File: config.mk
export PLATFORM = sky130hd
export DESIGN_NAME = gxr_ext_regs
export DESIGN_NICKNAME = d
export VERILOG_FILES = /design/src/hw/gxr_pkg.sv /design/src/hw/gxr_ext_regs.sv
export VERILOG_INCLUDE_DIRS = /design/src /design/src/hw
export SDC_FILE = /design/constraint.sdc
export NUM_CORES = 1
export LEC_CHECK = 0
export BUFFER_PORTS_ARGS = -buffer_cell sky130_fd_sc_hd__buf_2
export CORE_AREA = 2 2 100 102
export CTS_CLUSTER_DIAMETER = 80
export DETAILED_ROUTE_END_ITERATION = 8
export DIE_AREA = 0 0 102 104
export PLACE_DENSITY = 0.91
export SETUP_SLACK_MARGIN = 0.1
export SLEW_MARGIN = 20
export SYNTH_ARGS = -nofsm -noshare
export SYNTH_HDL_FRONTEND = slang
export SYNTH_SLANG_ARGS = --single-unit
File: constraint.sdc
create_clock -name mclk -period 8.36 [get_ports mclk]
set_clock_uncertainty 0.15 [all_clocks]
set_input_delay 0 -clock mclk [delete_from_list [all_inputs] [get_ports mclk]]
set_output_delay 0 -clock mclk [all_outputs]
set_load 0.01 [all_outputs]
File: src/hw/gxr_regs.svh
`ifndef GXR_REGS_SVH
`define GXR_REGS_SVH
// ==========================================================
// Register indices; the byte address is four times the index.
`define GXR_IDX_GIG_STAT2 5'h11
`define GXR_IDX_BYPASS 5'h12
`define GXR_IDX_RXERR_CNT 5'h13
`define GXR_IDX_FCAR_CNT 5'h14
`define GXR_IDX_LINK_DROP_CNT 5'h15
`define GXR_IDX_TEN_CTRL 5'h16
// ==========================================================
// Reset values and writable masks.
`define GXR_BYPASS_RESET 16'h0088
`define GXR_BYPASS_WMASK 16'hfefe
`define GXR_TEN_RESET 16'h3200
`define GXR_TEN_WMASK 16'hfe06
// ==========================================================
// Field positions.
`define GXR_BIT_GIG_LOCKED 15
`define GXR_BIT_GIG_LOCK_ERR 14
`define GXR_BIT_GIG_DISC 13
`define GXR_BIT_GIG_LINK 12
`define GXR_BIT_GIG_RXERR 11
`define GXR_BIT_GIG_TXERR 10
`define GXR_BIT_GIG_SSD 9
`define GXR_BIT_GIG_ESD 8
`define GXR_BIT_GIG_CEXT 7
`define GXR_BIT_LEGACY_DET 6
`define GXR_BIT_XOVER_ERR 5
`define GXR_BIT_TEN_EOF 8
`define GXR_BIT_TEN_DISC 7
`define GXR_BIT_TEN_LINK 6
`define GXR_CNT_MAX 8'hff
`endif

File: src/hw/gxr_pkg.sv
package gxr_pkg;
  // ==========================================================
  // Event strobes and live levels coming from the PHY core.
  typedef struct packed {
    logic gig_locked;
    logic gig_link;
    logic tx_link;
    logic gig_lock_err;
    logic gig_disc;
    logic gig_rx_err;
    logic gig_tx_err;
    logic gig_ssd_err;
    logic gig_esd_err;
    logic gig_cext_err;
    logic legacy_partner;
    logic xover_err;
    logic rx_err;
    logic false_carrier;
    logic link_drop;
    logic ten_eof_err;
    logic ten_disc;
    logic ten_link;
    logic receiving;
    logic transmitting;
    logic full_duplex_flag;
  } gxr_core_in_type;
  // ==========================================================
  // Controls handed back to the PHY core.
  typedef struct packed {
    logic tx_output_off;
    logic bypass_4b5b;
    logic bypass_scrambler;
    logic bypass_descrambler;
    logic bypass_pcs_rx;
    logic bypass_pcs_tx;
    logic bypass_link_fail_timer;
    logic no_auto_mdix_forced;
    logic legacy_detect_off;
    logic mdix_correct_off;
    logic polarity_correct_off;
    logic honor_advertised;
    logic pulse_shape_off;
    logic next_page_auto_off;
    logic ten_link_sm_off;
    logic ten_jabber_off;
    logic ten_echo_off;
    logic ten_sqe_off;
    logic [1:0] squelch_sel;
    logic sticky_reset_en;
  } gxr_ctrl_out_type;
  typedef struct packed {
    logic [6:0] gig_sticky;
    logic legacy_det;
    logic xover_det;
    logic [15:0] bypass;
    logic [15:0] ten_ctrl;
    logic [1:0] ten_sticky;
    logic [7:0] rxerr_cnt;
    logic [7:0] fcar_cnt;
    logic [7:0] drop_cnt;
    logic [31:0] rdata;
    logic rvalid;
    logic carrier_sense;
  } gxr_state_type;
endpackage

File: src/hw/gxr_ext_regs.sv
// The Avalon-MM interface to the registers was left to the implementer.
`timescale 1ns/100ps
`default_nettype none
`include "gxr_regs.svh"
// Summary of operation
// - Gigabit error flags held until read, cleared.
// - Lock and link bits live, read-only.
// - Crossover and legacy-partner flags read-only, reset 0.
// - Control bit stops legacy-partner detection.
// - Control bit stops transmitter driving media.
// - Six datapath bypass bits, reset 0.
// - Auto crossover off in forced mode, reset 1.
// - Crossover and polarity correction disable bits.
// - Parallel detect honors advertised abilities; reset 1.
// - Control bit disables transmit pulse shaping.
// - Control bit suppresses automatic next pages.
// - Shared receive error counter, saturating, read-clear.
// - Shared false-carrier counter, saturating, read-clear.
// - Link drop counter, saturating, read-clear.
// - Link-integrity and jabber disable bits, reset 0.
// - Echo and quality test disables, reset 1.
// - Squelch threshold select field, reset nominal.
// - Carrier-sense formula chosen by two-bit field.
module gxr_ext_regs (
  input wire logic mclk,
  input wire logic arst_n,
  input wire logic [7:0] avs_address,
  input wire logic avs_read,
  input wire logic avs_write,
  input wire logic [31:0] avs_writedata,
  input wire logic [3:0] avs_byteenable,
  output logic [31:0] avs_readdata,
  output logic avs_waitrequest,
  input wire gxr_pkg::gxr_core_in_type core_in,
  output gxr_pkg::gxr_ctrl_out_type ctrl_out,
  output logic carrier_sense_out
);
  import gxr_pkg::*;

  gxr_state_type st_ff;
  gxr_state_type nxt_st;
  logic [5:0] idx;
  logic rd_go;
  logic wr_go;
  logic lo_en;
  logic hi_en;
  logic [15:0] wmask;
  logic [15:0] rd_word;
  logic [6:0] gig_ev;
  logic tx_fdx;

  // ==========================================================
  // Bus decode. A read is captured into the data register in its
  // first cycle and completes in the second, so the data already
  // stand at the edge where waitrequest is seen low; writes complete
  // at once.
  assign idx = avs_address[7:2];
  assign rd_go = avs_read && st_ff.rvalid;
  assign wr_go = avs_write;
  assign avs_waitrequest = avs_read && !st_ff.rvalid;
  assign avs_readdata = st_ff.rdata;
  assign lo_en = avs_byteenable[0];
  assign hi_en = avs_byteenable[1];
  assign wmask = {{8{hi_en}}, {8{lo_en}}};
  assign carrier_sense_out = st_ff.carrier_sense;

  // Event vector in the same order as bits 14,13,11..7.
  assign gig_ev = {core_in.gig_lock_err, core_in.gig_disc,
                   core_in.gig_rx_err, core_in.gig_tx_err,
                   core_in.gig_ssd_err, core_in.gig_esd_err,
                   core_in.gig_cext_err};

  // ==========================================================
  // Read mux; reserved positions stay zero.
  always_comb begin
    rd_word = 16'h0000;
    unique case (idx)
      6'(`GXR_IDX_GIG_STAT2): begin
        rd_word[`GXR_BIT_GIG_LOCKED] = core_in.gig_locked;
        rd_word[`GXR_BIT_GIG_LINK] = core_in.gig_link;
        rd_word[14:13] = st_ff.gig_sticky[6:5];
        rd_word[11:7] = st_ff.gig_sticky[4:0];
        rd_word[`GXR_BIT_LEGACY_DET] = st_ff.legacy_det;
        rd_word[`GXR_BIT_XOVER_ERR] = st_ff.xover_det;
      end
      6'(`GXR_IDX_BYPASS): rd_word = st_ff.bypass;
      6'(`GXR_IDX_RXERR_CNT): rd_word[7:0] = st_ff.rxerr_cnt;
      6'(`GXR_IDX_FCAR_CNT): rd_word[7:0] = st_ff.fcar_cnt;
      6'(`GXR_IDX_LINK_DROP_CNT): rd_word[7:0] = st_ff.drop_cnt;
      6'(`GXR_IDX_TEN_CTRL): begin
        rd_word = st_ff.ten_ctrl;
        rd_word[`GXR_BIT_TEN_EOF] = st_ff.ten_sticky[1];
        rd_word[`GXR_BIT_TEN_DISC] = st_ff.ten_sticky[0];
        rd_word[`GXR_BIT_TEN_LINK] = core_in.ten_link;
      end
      default: rd_word = 16'h0000;
    endcase
  end

  // ==========================================================
  // Next-state logic. A read clears only what it actually returned,
  // and events arriving after the capture or in the clearing cycle
  // survive, so nothing is lost between sampling and clearing.
  always_comb begin
    nxt_st = st_ff;
    nxt_st.rvalid = avs_read && !st_ff.rvalid;
    if (avs_read && !st_ff.rvalid) begin
      nxt_st.rdata = {16'h0000, rd_word};
    end
    // Gigabit sticky flags.
    if (rd_go && idx == 6'(`GXR_IDX_GIG_STAT2)) begin
      nxt_st.gig_sticky = st_ff.gig_sticky &
        ~{st_ff.rdata[14:13], st_ff.rdata[11:7]};
    end
    nxt_st.gig_sticky = nxt_st.gig_sticky | gig_ev;
    // Legacy detection stops while its disable bit is set.
    nxt_st.legacy_det = core_in.legacy_partner &&
                        !st_ff.bypass[6];
    nxt_st.xover_det = core_in.xover_err;
    // 10BASE-T sticky flags.
    if (rd_go && idx == 6'(`GXR_IDX_TEN_CTRL)) begin
      nxt_st.ten_sticky = st_ff.ten_sticky &
        ~{st_ff.rdata[8], st_ff.rdata[7]};
    end
    nxt_st.ten_sticky = nxt_st.ten_sticky |
                        {core_in.ten_eof_err, core_in.ten_disc};
    // Counters: clear on read, then count, stopping at the top.
    if (rd_go && idx == 6'(`GXR_IDX_RXERR_CNT)) begin
      nxt_st.rxerr_cnt = st_ff.rxerr_cnt - st_ff.rdata[7:0];
    end
    if (core_in.rx_err && (core_in.gig_link || core_in.tx_link) &&
        nxt_st.rxerr_cnt != `GXR_CNT_MAX) begin
      nxt_st.rxerr_cnt = nxt_st.rxerr_cnt + 8'h01;
    end
    if (rd_go && idx == 6'(`GXR_IDX_FCAR_CNT)) begin
      nxt_st.fcar_cnt = st_ff.fcar_cnt - st_ff.rdata[7:0];
    end
    if (core_in.false_carrier &&
        (core_in.gig_link || core_in.tx_link) &&
        nxt_st.fcar_cnt != `GXR_CNT_MAX) begin
      nxt_st.fcar_cnt = nxt_st.fcar_cnt + 8'h01;
    end
    if (rd_go && idx == 6'(`GXR_IDX_LINK_DROP_CNT)) begin
      nxt_st.drop_cnt = st_ff.drop_cnt - st_ff.rdata[7:0];
    end
    if (core_in.link_drop && nxt_st.drop_cnt != `GXR_CNT_MAX) begin
      nxt_st.drop_cnt = nxt_st.drop_cnt + 8'h01;
    end
    // Control writes honour byte lanes and writable masks.
    if (wr_go && idx == 6'(`GXR_IDX_BYPASS)) begin
      nxt_st.bypass = (st_ff.bypass & ~(wmask & `GXR_BYPASS_WMASK)) |
        (avs_writedata[15:0] & wmask & `GXR_BYPASS_WMASK);
    end
    if (wr_go && idx == 6'(`GXR_IDX_TEN_CTRL)) begin
      nxt_st.ten_ctrl = (st_ff.ten_ctrl & ~(wmask & `GXR_TEN_WMASK)) |
        (avs_writedata[15:0] & wmask & `GXR_TEN_WMASK);
    end
    // Carrier sense from the selected formula.
    tx_fdx = core_in.transmitting && !core_in.full_duplex_flag;
    unique case (st_ff.ten_ctrl[2:1])
      2'h0: nxt_st.carrier_sense = core_in.receiving || tx_fdx;
      2'h1: nxt_st.carrier_sense = (core_in.receiving ||
              core_in.transmitting) && !core_in.full_duplex_flag;
      2'h2: nxt_st.carrier_sense = core_in.receiving;
      2'h3: nxt_st.carrier_sense = core_in.receiving &&
              !core_in.full_duplex_flag;
    endcase
  end

  // ==========================================================
  // State register.
  always_ff @(posedge mclk or negedge arst_n) begin
    if (!arst_n) begin
      st_ff <= '0;
      st_ff.bypass <= `GXR_BYPASS_RESET;
      st_ff.ten_ctrl <= `GXR_TEN_RESET;
    end else begin
      st_ff <= nxt_st;
    end
  end

  // ==========================================================
  // Control outputs straight from the registered fields.
  assign ctrl_out.tx_output_off = st_ff.bypass[15];
  assign ctrl_out.bypass_4b5b = st_ff.bypass[14];
  assign ctrl_out.bypass_scrambler = st_ff.bypass[13];
  assign ctrl_out.bypass_descrambler = st_ff.bypass[12];
  assign ctrl_out.bypass_pcs_rx = st_ff.bypass[11];
  assign ctrl_out.bypass_pcs_tx = st_ff.bypass[10];
  assign ctrl_out.bypass_link_fail_timer = st_ff.bypass[9];
  assign ctrl_out.no_auto_mdix_forced = st_ff.bypass[7];
  assign ctrl_out.legacy_detect_off = st_ff.bypass[6];
  assign ctrl_out.mdix_correct_off = st_ff.bypass[5];
  assign ctrl_out.polarity_correct_off = st_ff.bypass[4];
  assign ctrl_out.honor_advertised = st_ff.bypass[3];
  assign ctrl_out.pulse_shape_off = st_ff.bypass[2];
  assign ctrl_out.next_page_auto_off = st_ff.bypass[1];
  assign ctrl_out.ten_link_sm_off = st_ff.ten_ctrl[15];
  assign ctrl_out.ten_jabber_off = st_ff.ten_ctrl[14];
  assign ctrl_out.ten_echo_off = st_ff.ten_ctrl[13];
  assign ctrl_out.ten_sqe_off = st_ff.ten_ctrl[12];
  assign ctrl_out.squelch_sel = st_ff.ten_ctrl[11:10];
  assign ctrl_out.sticky_reset_en = st_ff.ten_ctrl[9];
endmodule
`default_nettype wire

==> implementation parameters <==
Parameter                              Value

Status
  Status    finished clean

Global route
  Via count of the first global-routing pass    5,084
  Wire length of the first global-routing pass    24,800 um
  Maximum number of pins on one net before global-route repair    77
  Antenna violations before repair    0
  GRT Overall Usage    29.6%
  Global route overflow    0

Clocking
  Clock sinks    76
  CTS tree    built
  Total number of H-tree levels    3
  Number of gates resized after cts    0
  CTS buffer count    9
  Root cell of the clock tree    sky130_fd_sc_hd__clkbuf_8
  Insertion delay of the later-clocked pin in the worst-skew pair    370 ps
  Max Root-Sink Buffers    2
  Clock transition at the registers of the reported paths    90 ps

STA
  Final critical path time including I/O delays and setup    3840 ps
  Number of hold-slack violations in the final timing report    0
  Final setup TNS    0 ps
  Portion of the clock cycle consumed by the worst path in the final layout    45.9%
  Pin slew with the least headroom to its limit    986 ps
  RSZ-0062 raised after global routing    no
  Relative slew slack    34.3%
  Pins over their slew limit    0
  Count of final setup violators    0
  Peak clock frequency supported by timing    260 MHz

Worst setup path
  Setup crit start    avs_readdata[0]
  Critical Path Max Stage Delay    590 ps
  Cells along the critical path    ha_1 -> inv_1 -> fa_1 -> a211o_1 -> a311oi_1 -> nor3_1 -> a311o_1 -> mux2_2 -> or4_4 -> nand2_2 -> mux2_4
  Maximum fanout along the worst path    8
  Category of the critical setup timing path    reg2reg
  Critical Path Sink    st_ff[51]
  Endpoint required time on the critical path    8460 ps
  Worst r2r path cells    11
  Critical-path cell with the highest stage delay    sky130_fd_sc_hd__dfrtp_1
  Reg2Reg Setup Slack    4520 ps
  FF-to-FF End    st_ff[51]
  Critical path arrival    3940 ps
  Origin of the critical flop-to-flop path    avs_readdata[0]
  Endpoint type of the worst setup path    register
  Sort of element at the start of the critical path    register

Placed design
  Port Buffer Count    85
  Placer congestion estimate    0.883
  Number of placed instances with taps included    735
  Half-perimeter wire length of the detailed placement result    10,300 um

Final layout
  Number of fillers in the final layout    725
  Ant. Diodes    0
  Multi-input gate area    3040 um^2
  Layout Area Growth over Synthesis    14.5%
  Fin cells    793
  Fraction of layout instances using a drive strength above 1    24.7%
  Nets@finish    754
  Area taken by flip-flops and latches    1910 um^2

Routing
  Post-route DRC violation count    0
  Wire length reported by the detailed router    15,700 um
  Drt first pass iters    7
  Vias post-DR    5,073
  DRT antenna net count    0
  Routed length per instance    19.8 um
  1st-iter DRT viols    643
  Average via count per standard cell    6.40

Yosys
  Total of flip-flops plus latches after synthesis    76
  Compound-cell area share of the yosys netlist    19.5%
  Unique masters post-synth    76
  Average cell area after synthesis    9.51 um^2
  Adder-cell share of the synthesized area    7.31%
  Number of flops mapped to enable cells by yosys    0
  Seq/Total Area, Yosys    35.1%
  Xor and xnor area share after synthesis    2.41%
  Proportion of register bits with asynchronous set or reset after synthesis    100%
  Post-synthesis simple-gate area fraction    17.3%
  Multiplexer share of the synthesized area    8.19%
  Main combinational cell family by area after synthesis    compound AO/OA/AOI/OAI gates
  Primary FF master, synth    sky130_fd_sc_hd__dfrtp_1
  Mapped Cells    572
  Number of synthesis warnings    0
  Total standard cell area after synthesis    5440 um^2

Floorplan
  Total Die Area    10,600 um^2
  Die outline height    104 um
  Row count    36
  Horizontal die dimension    102 um
  Top-level I/O count    124
  Initial core utilization    57.0%
  Total core area    9550 um^2

Run
  Max-capacitance violation count    0

Power and ir drop
  Cell Pwr Density    248 nW/um^2
  VDD IR max    0.152 mV
  Leakage power    2.76 nW

Min path
  Type of the worst min-delay path    in2reg
-- synthesized netlist by cell type, types with 3 or more instances --
master | n | area [um^2]
sky130_fd_sc_hd__buf_4 | 53 | 398
sky130_fd_sc_hd__fa_1 | 3 | 60.1
sky130_fd_sc_hd__clkbuf_1 | 16 | 60.1
sky130_fd_sc_hd__dfstp_2 | 5 | 131
sky130_fd_sc_hd__nor3b_2 | 4 | 50.1
sky130_fd_sc_hd__ha_1 | 27 | 338
sky130_fd_sc_hd__nor2b_1 | 8 | 50.1
sky130_fd_sc_hd__nor3b_1 | 7 | 52.6
sky130_fd_sc_hd__and2_1 | 4 | 25.0
sky130_fd_sc_hd__a21oi_1 | 29 | 145
sky130_fd_sc_hd__or2_2 | 5 | 31.3
sky130_fd_sc_hd__xnor2_1 | 11 | 96.3
sky130_fd_sc_hd__nor3_1 | 6 | 30.0
sky130_fd_sc_hd__nand3_1 | 11 | 55.1
sky130_fd_sc_hd__a211oi_1 | 8 | 60.1
sky130_fd_sc_hd__mux2_2 | 28 | 315
sky130_fd_sc_hd__and3_1 | 8 | 50.1
sky130_fd_sc_hd__mux2i_1 | 10 | 100
sky130_fd_sc_hd__o22ai_1 | 5 | 31.3
sky130_fd_sc_hd__nand2b_1 | 6 | 37.5
sky130_fd_sc_hd__a222oi_1 | 7 | 70.1
sky130_fd_sc_hd__nand2_1 | 48 | 180
sky130_fd_sc_hd__a221oi_1 | 7 | 61.3
sky130_fd_sc_hd__nor2_1 | 30 | 113
sky130_fd_sc_hd__o211ai_1 | 3 | 22.5
sky130_fd_sc_hd__o21ai_0 | 35 | 175
sky130_fd_sc_hd__inv_1 | 19 | 71.3
sky130_fd_sc_hd__a211o_1 | 3 | 26.3
sky130_fd_sc_hd__xor2_1 | 4 | 35.0
sky130_fd_sc_hd__nand3b_1 | 4 | 30.0
sky130_fd_sc_hd__o21a_1 | 7 | 52.6
sky130_fd_sc_hd__nand4_1 | 4 | 25.0
sky130_fd_sc_hd__a21o_1 | 14 | 105
sky130_fd_sc_hd__a31oi_1 | 4 | 25.0
sky130_fd_sc_hd__or3_1 | 3 | 18.8
sky130_fd_sc_hd__dfrtp_1 | 71 | 1780
-- kinds of logic after synthesis --
logic type,after synthesis
compound gates,153
xor+xnor,15
fa+ha+maj,30
buf+inv,90
flops,76
mux,40
other cells,1
simple gates,167
-- how the worst min path moves through the flow --
stage                           end  slack [ps]  cells past startpoint   startpoint
after floorplan           async pin        -450                      0       arst_n
final                     st_ff[42]          30                      4  core_in[18]
after CTS                 st_ff[42]          30                      4  core_in[18]
after global placement    st_ff[92]         -30                      1   core_in[9]
after global routing      st_ff[50]          80                      4  core_in[18]
after detailed placement  st_ff[92]         -20                      1   core_in[9]
-- cell usage in the layout, fill, tap and decap left out, types with 14 or more instances in the layout --
cell type and n:
sky130_fd_sc_hd__conb_1 16, sky130_fd_sc_hd__nand2_1 48, sky130_fd_sc_hd__dlygate4sd3_1 42, sky130_fd_sc_hd__mux2_2 28, sky130_fd_sc_hd__a21oi_1 29, sky130_fd_sc_hd__ha_1 27
sky130_fd_sc_hd__o21ai_0 35, sky130_fd_sc_hd__buf_2 84, sky130_fd_sc_hd__dfrtp_1 71, sky130_fd_sc_hd__nor2_1 30, sky130_fd_sc_hd__inv_1 19, sky130_fd_sc_hd__a21o_1 14
-- power by group --
group / leakage (nW) / switching (mW) / total, mW / internal [mW]
sequential: 0.933 / 0.0908 / 0.527 / 0.436
combinational: 1.73 / 0.413 / 0.733 / 0.320
clock: 0.0943 / 0.172 / 0.287 / 0.115
total: 2.76 / 0.675 / 1.55 / 0.871
-- area by class of cell --
cell class                      count  area share, %
Clock buffer                        9           1.99
Clock inverter                      7           1.04
Inverter                           19           1.15
Multi-Input combinational cell    421           48.8
Sequential cell                    76           30.6
Tap cell                          133           2.67
Timing Repair Buffer              128           13.7
-- what timing repair did --
action | CTS | global route
setup buffers | 0 | 0
hold buffers | 42 | 0
hold endpoints to repair | 121 | 0
-- through the flow --
step	total power [mW]	area [um^2]	util (%)	hold WS, ps	setup slack, ps
finish	1.55	6230	65.2	32.5	4520
global route	1.64	6230	65.2	84.7	4360
CTS	1.51	6230	65.2	30.1	4610
detailed placement	1.21	5620	58.8	-21.2	4630
global placement	1.16	5620	58.8	-27.2	4760
floorplan	1.05	5500	-	-446	4970
-- worst max-delay path, delay by kind of cell (launching register included) --
family	cells	cell delay, ps
fa+ha+maj	2	640
flops	1	590
simple gates	3	680
compound gates	3	1020
mux	2	600
buf+inv	1	50
-- routing by layer --
layer / track usage (%) / part of all wire [%]
met5: 0 / 0
met4: 14.9 / 4.9
met3: 7.12 / 8.9
met2: 49.7 / 49
met1: 34.8 / 37
(Power assumes the default switching activity.)
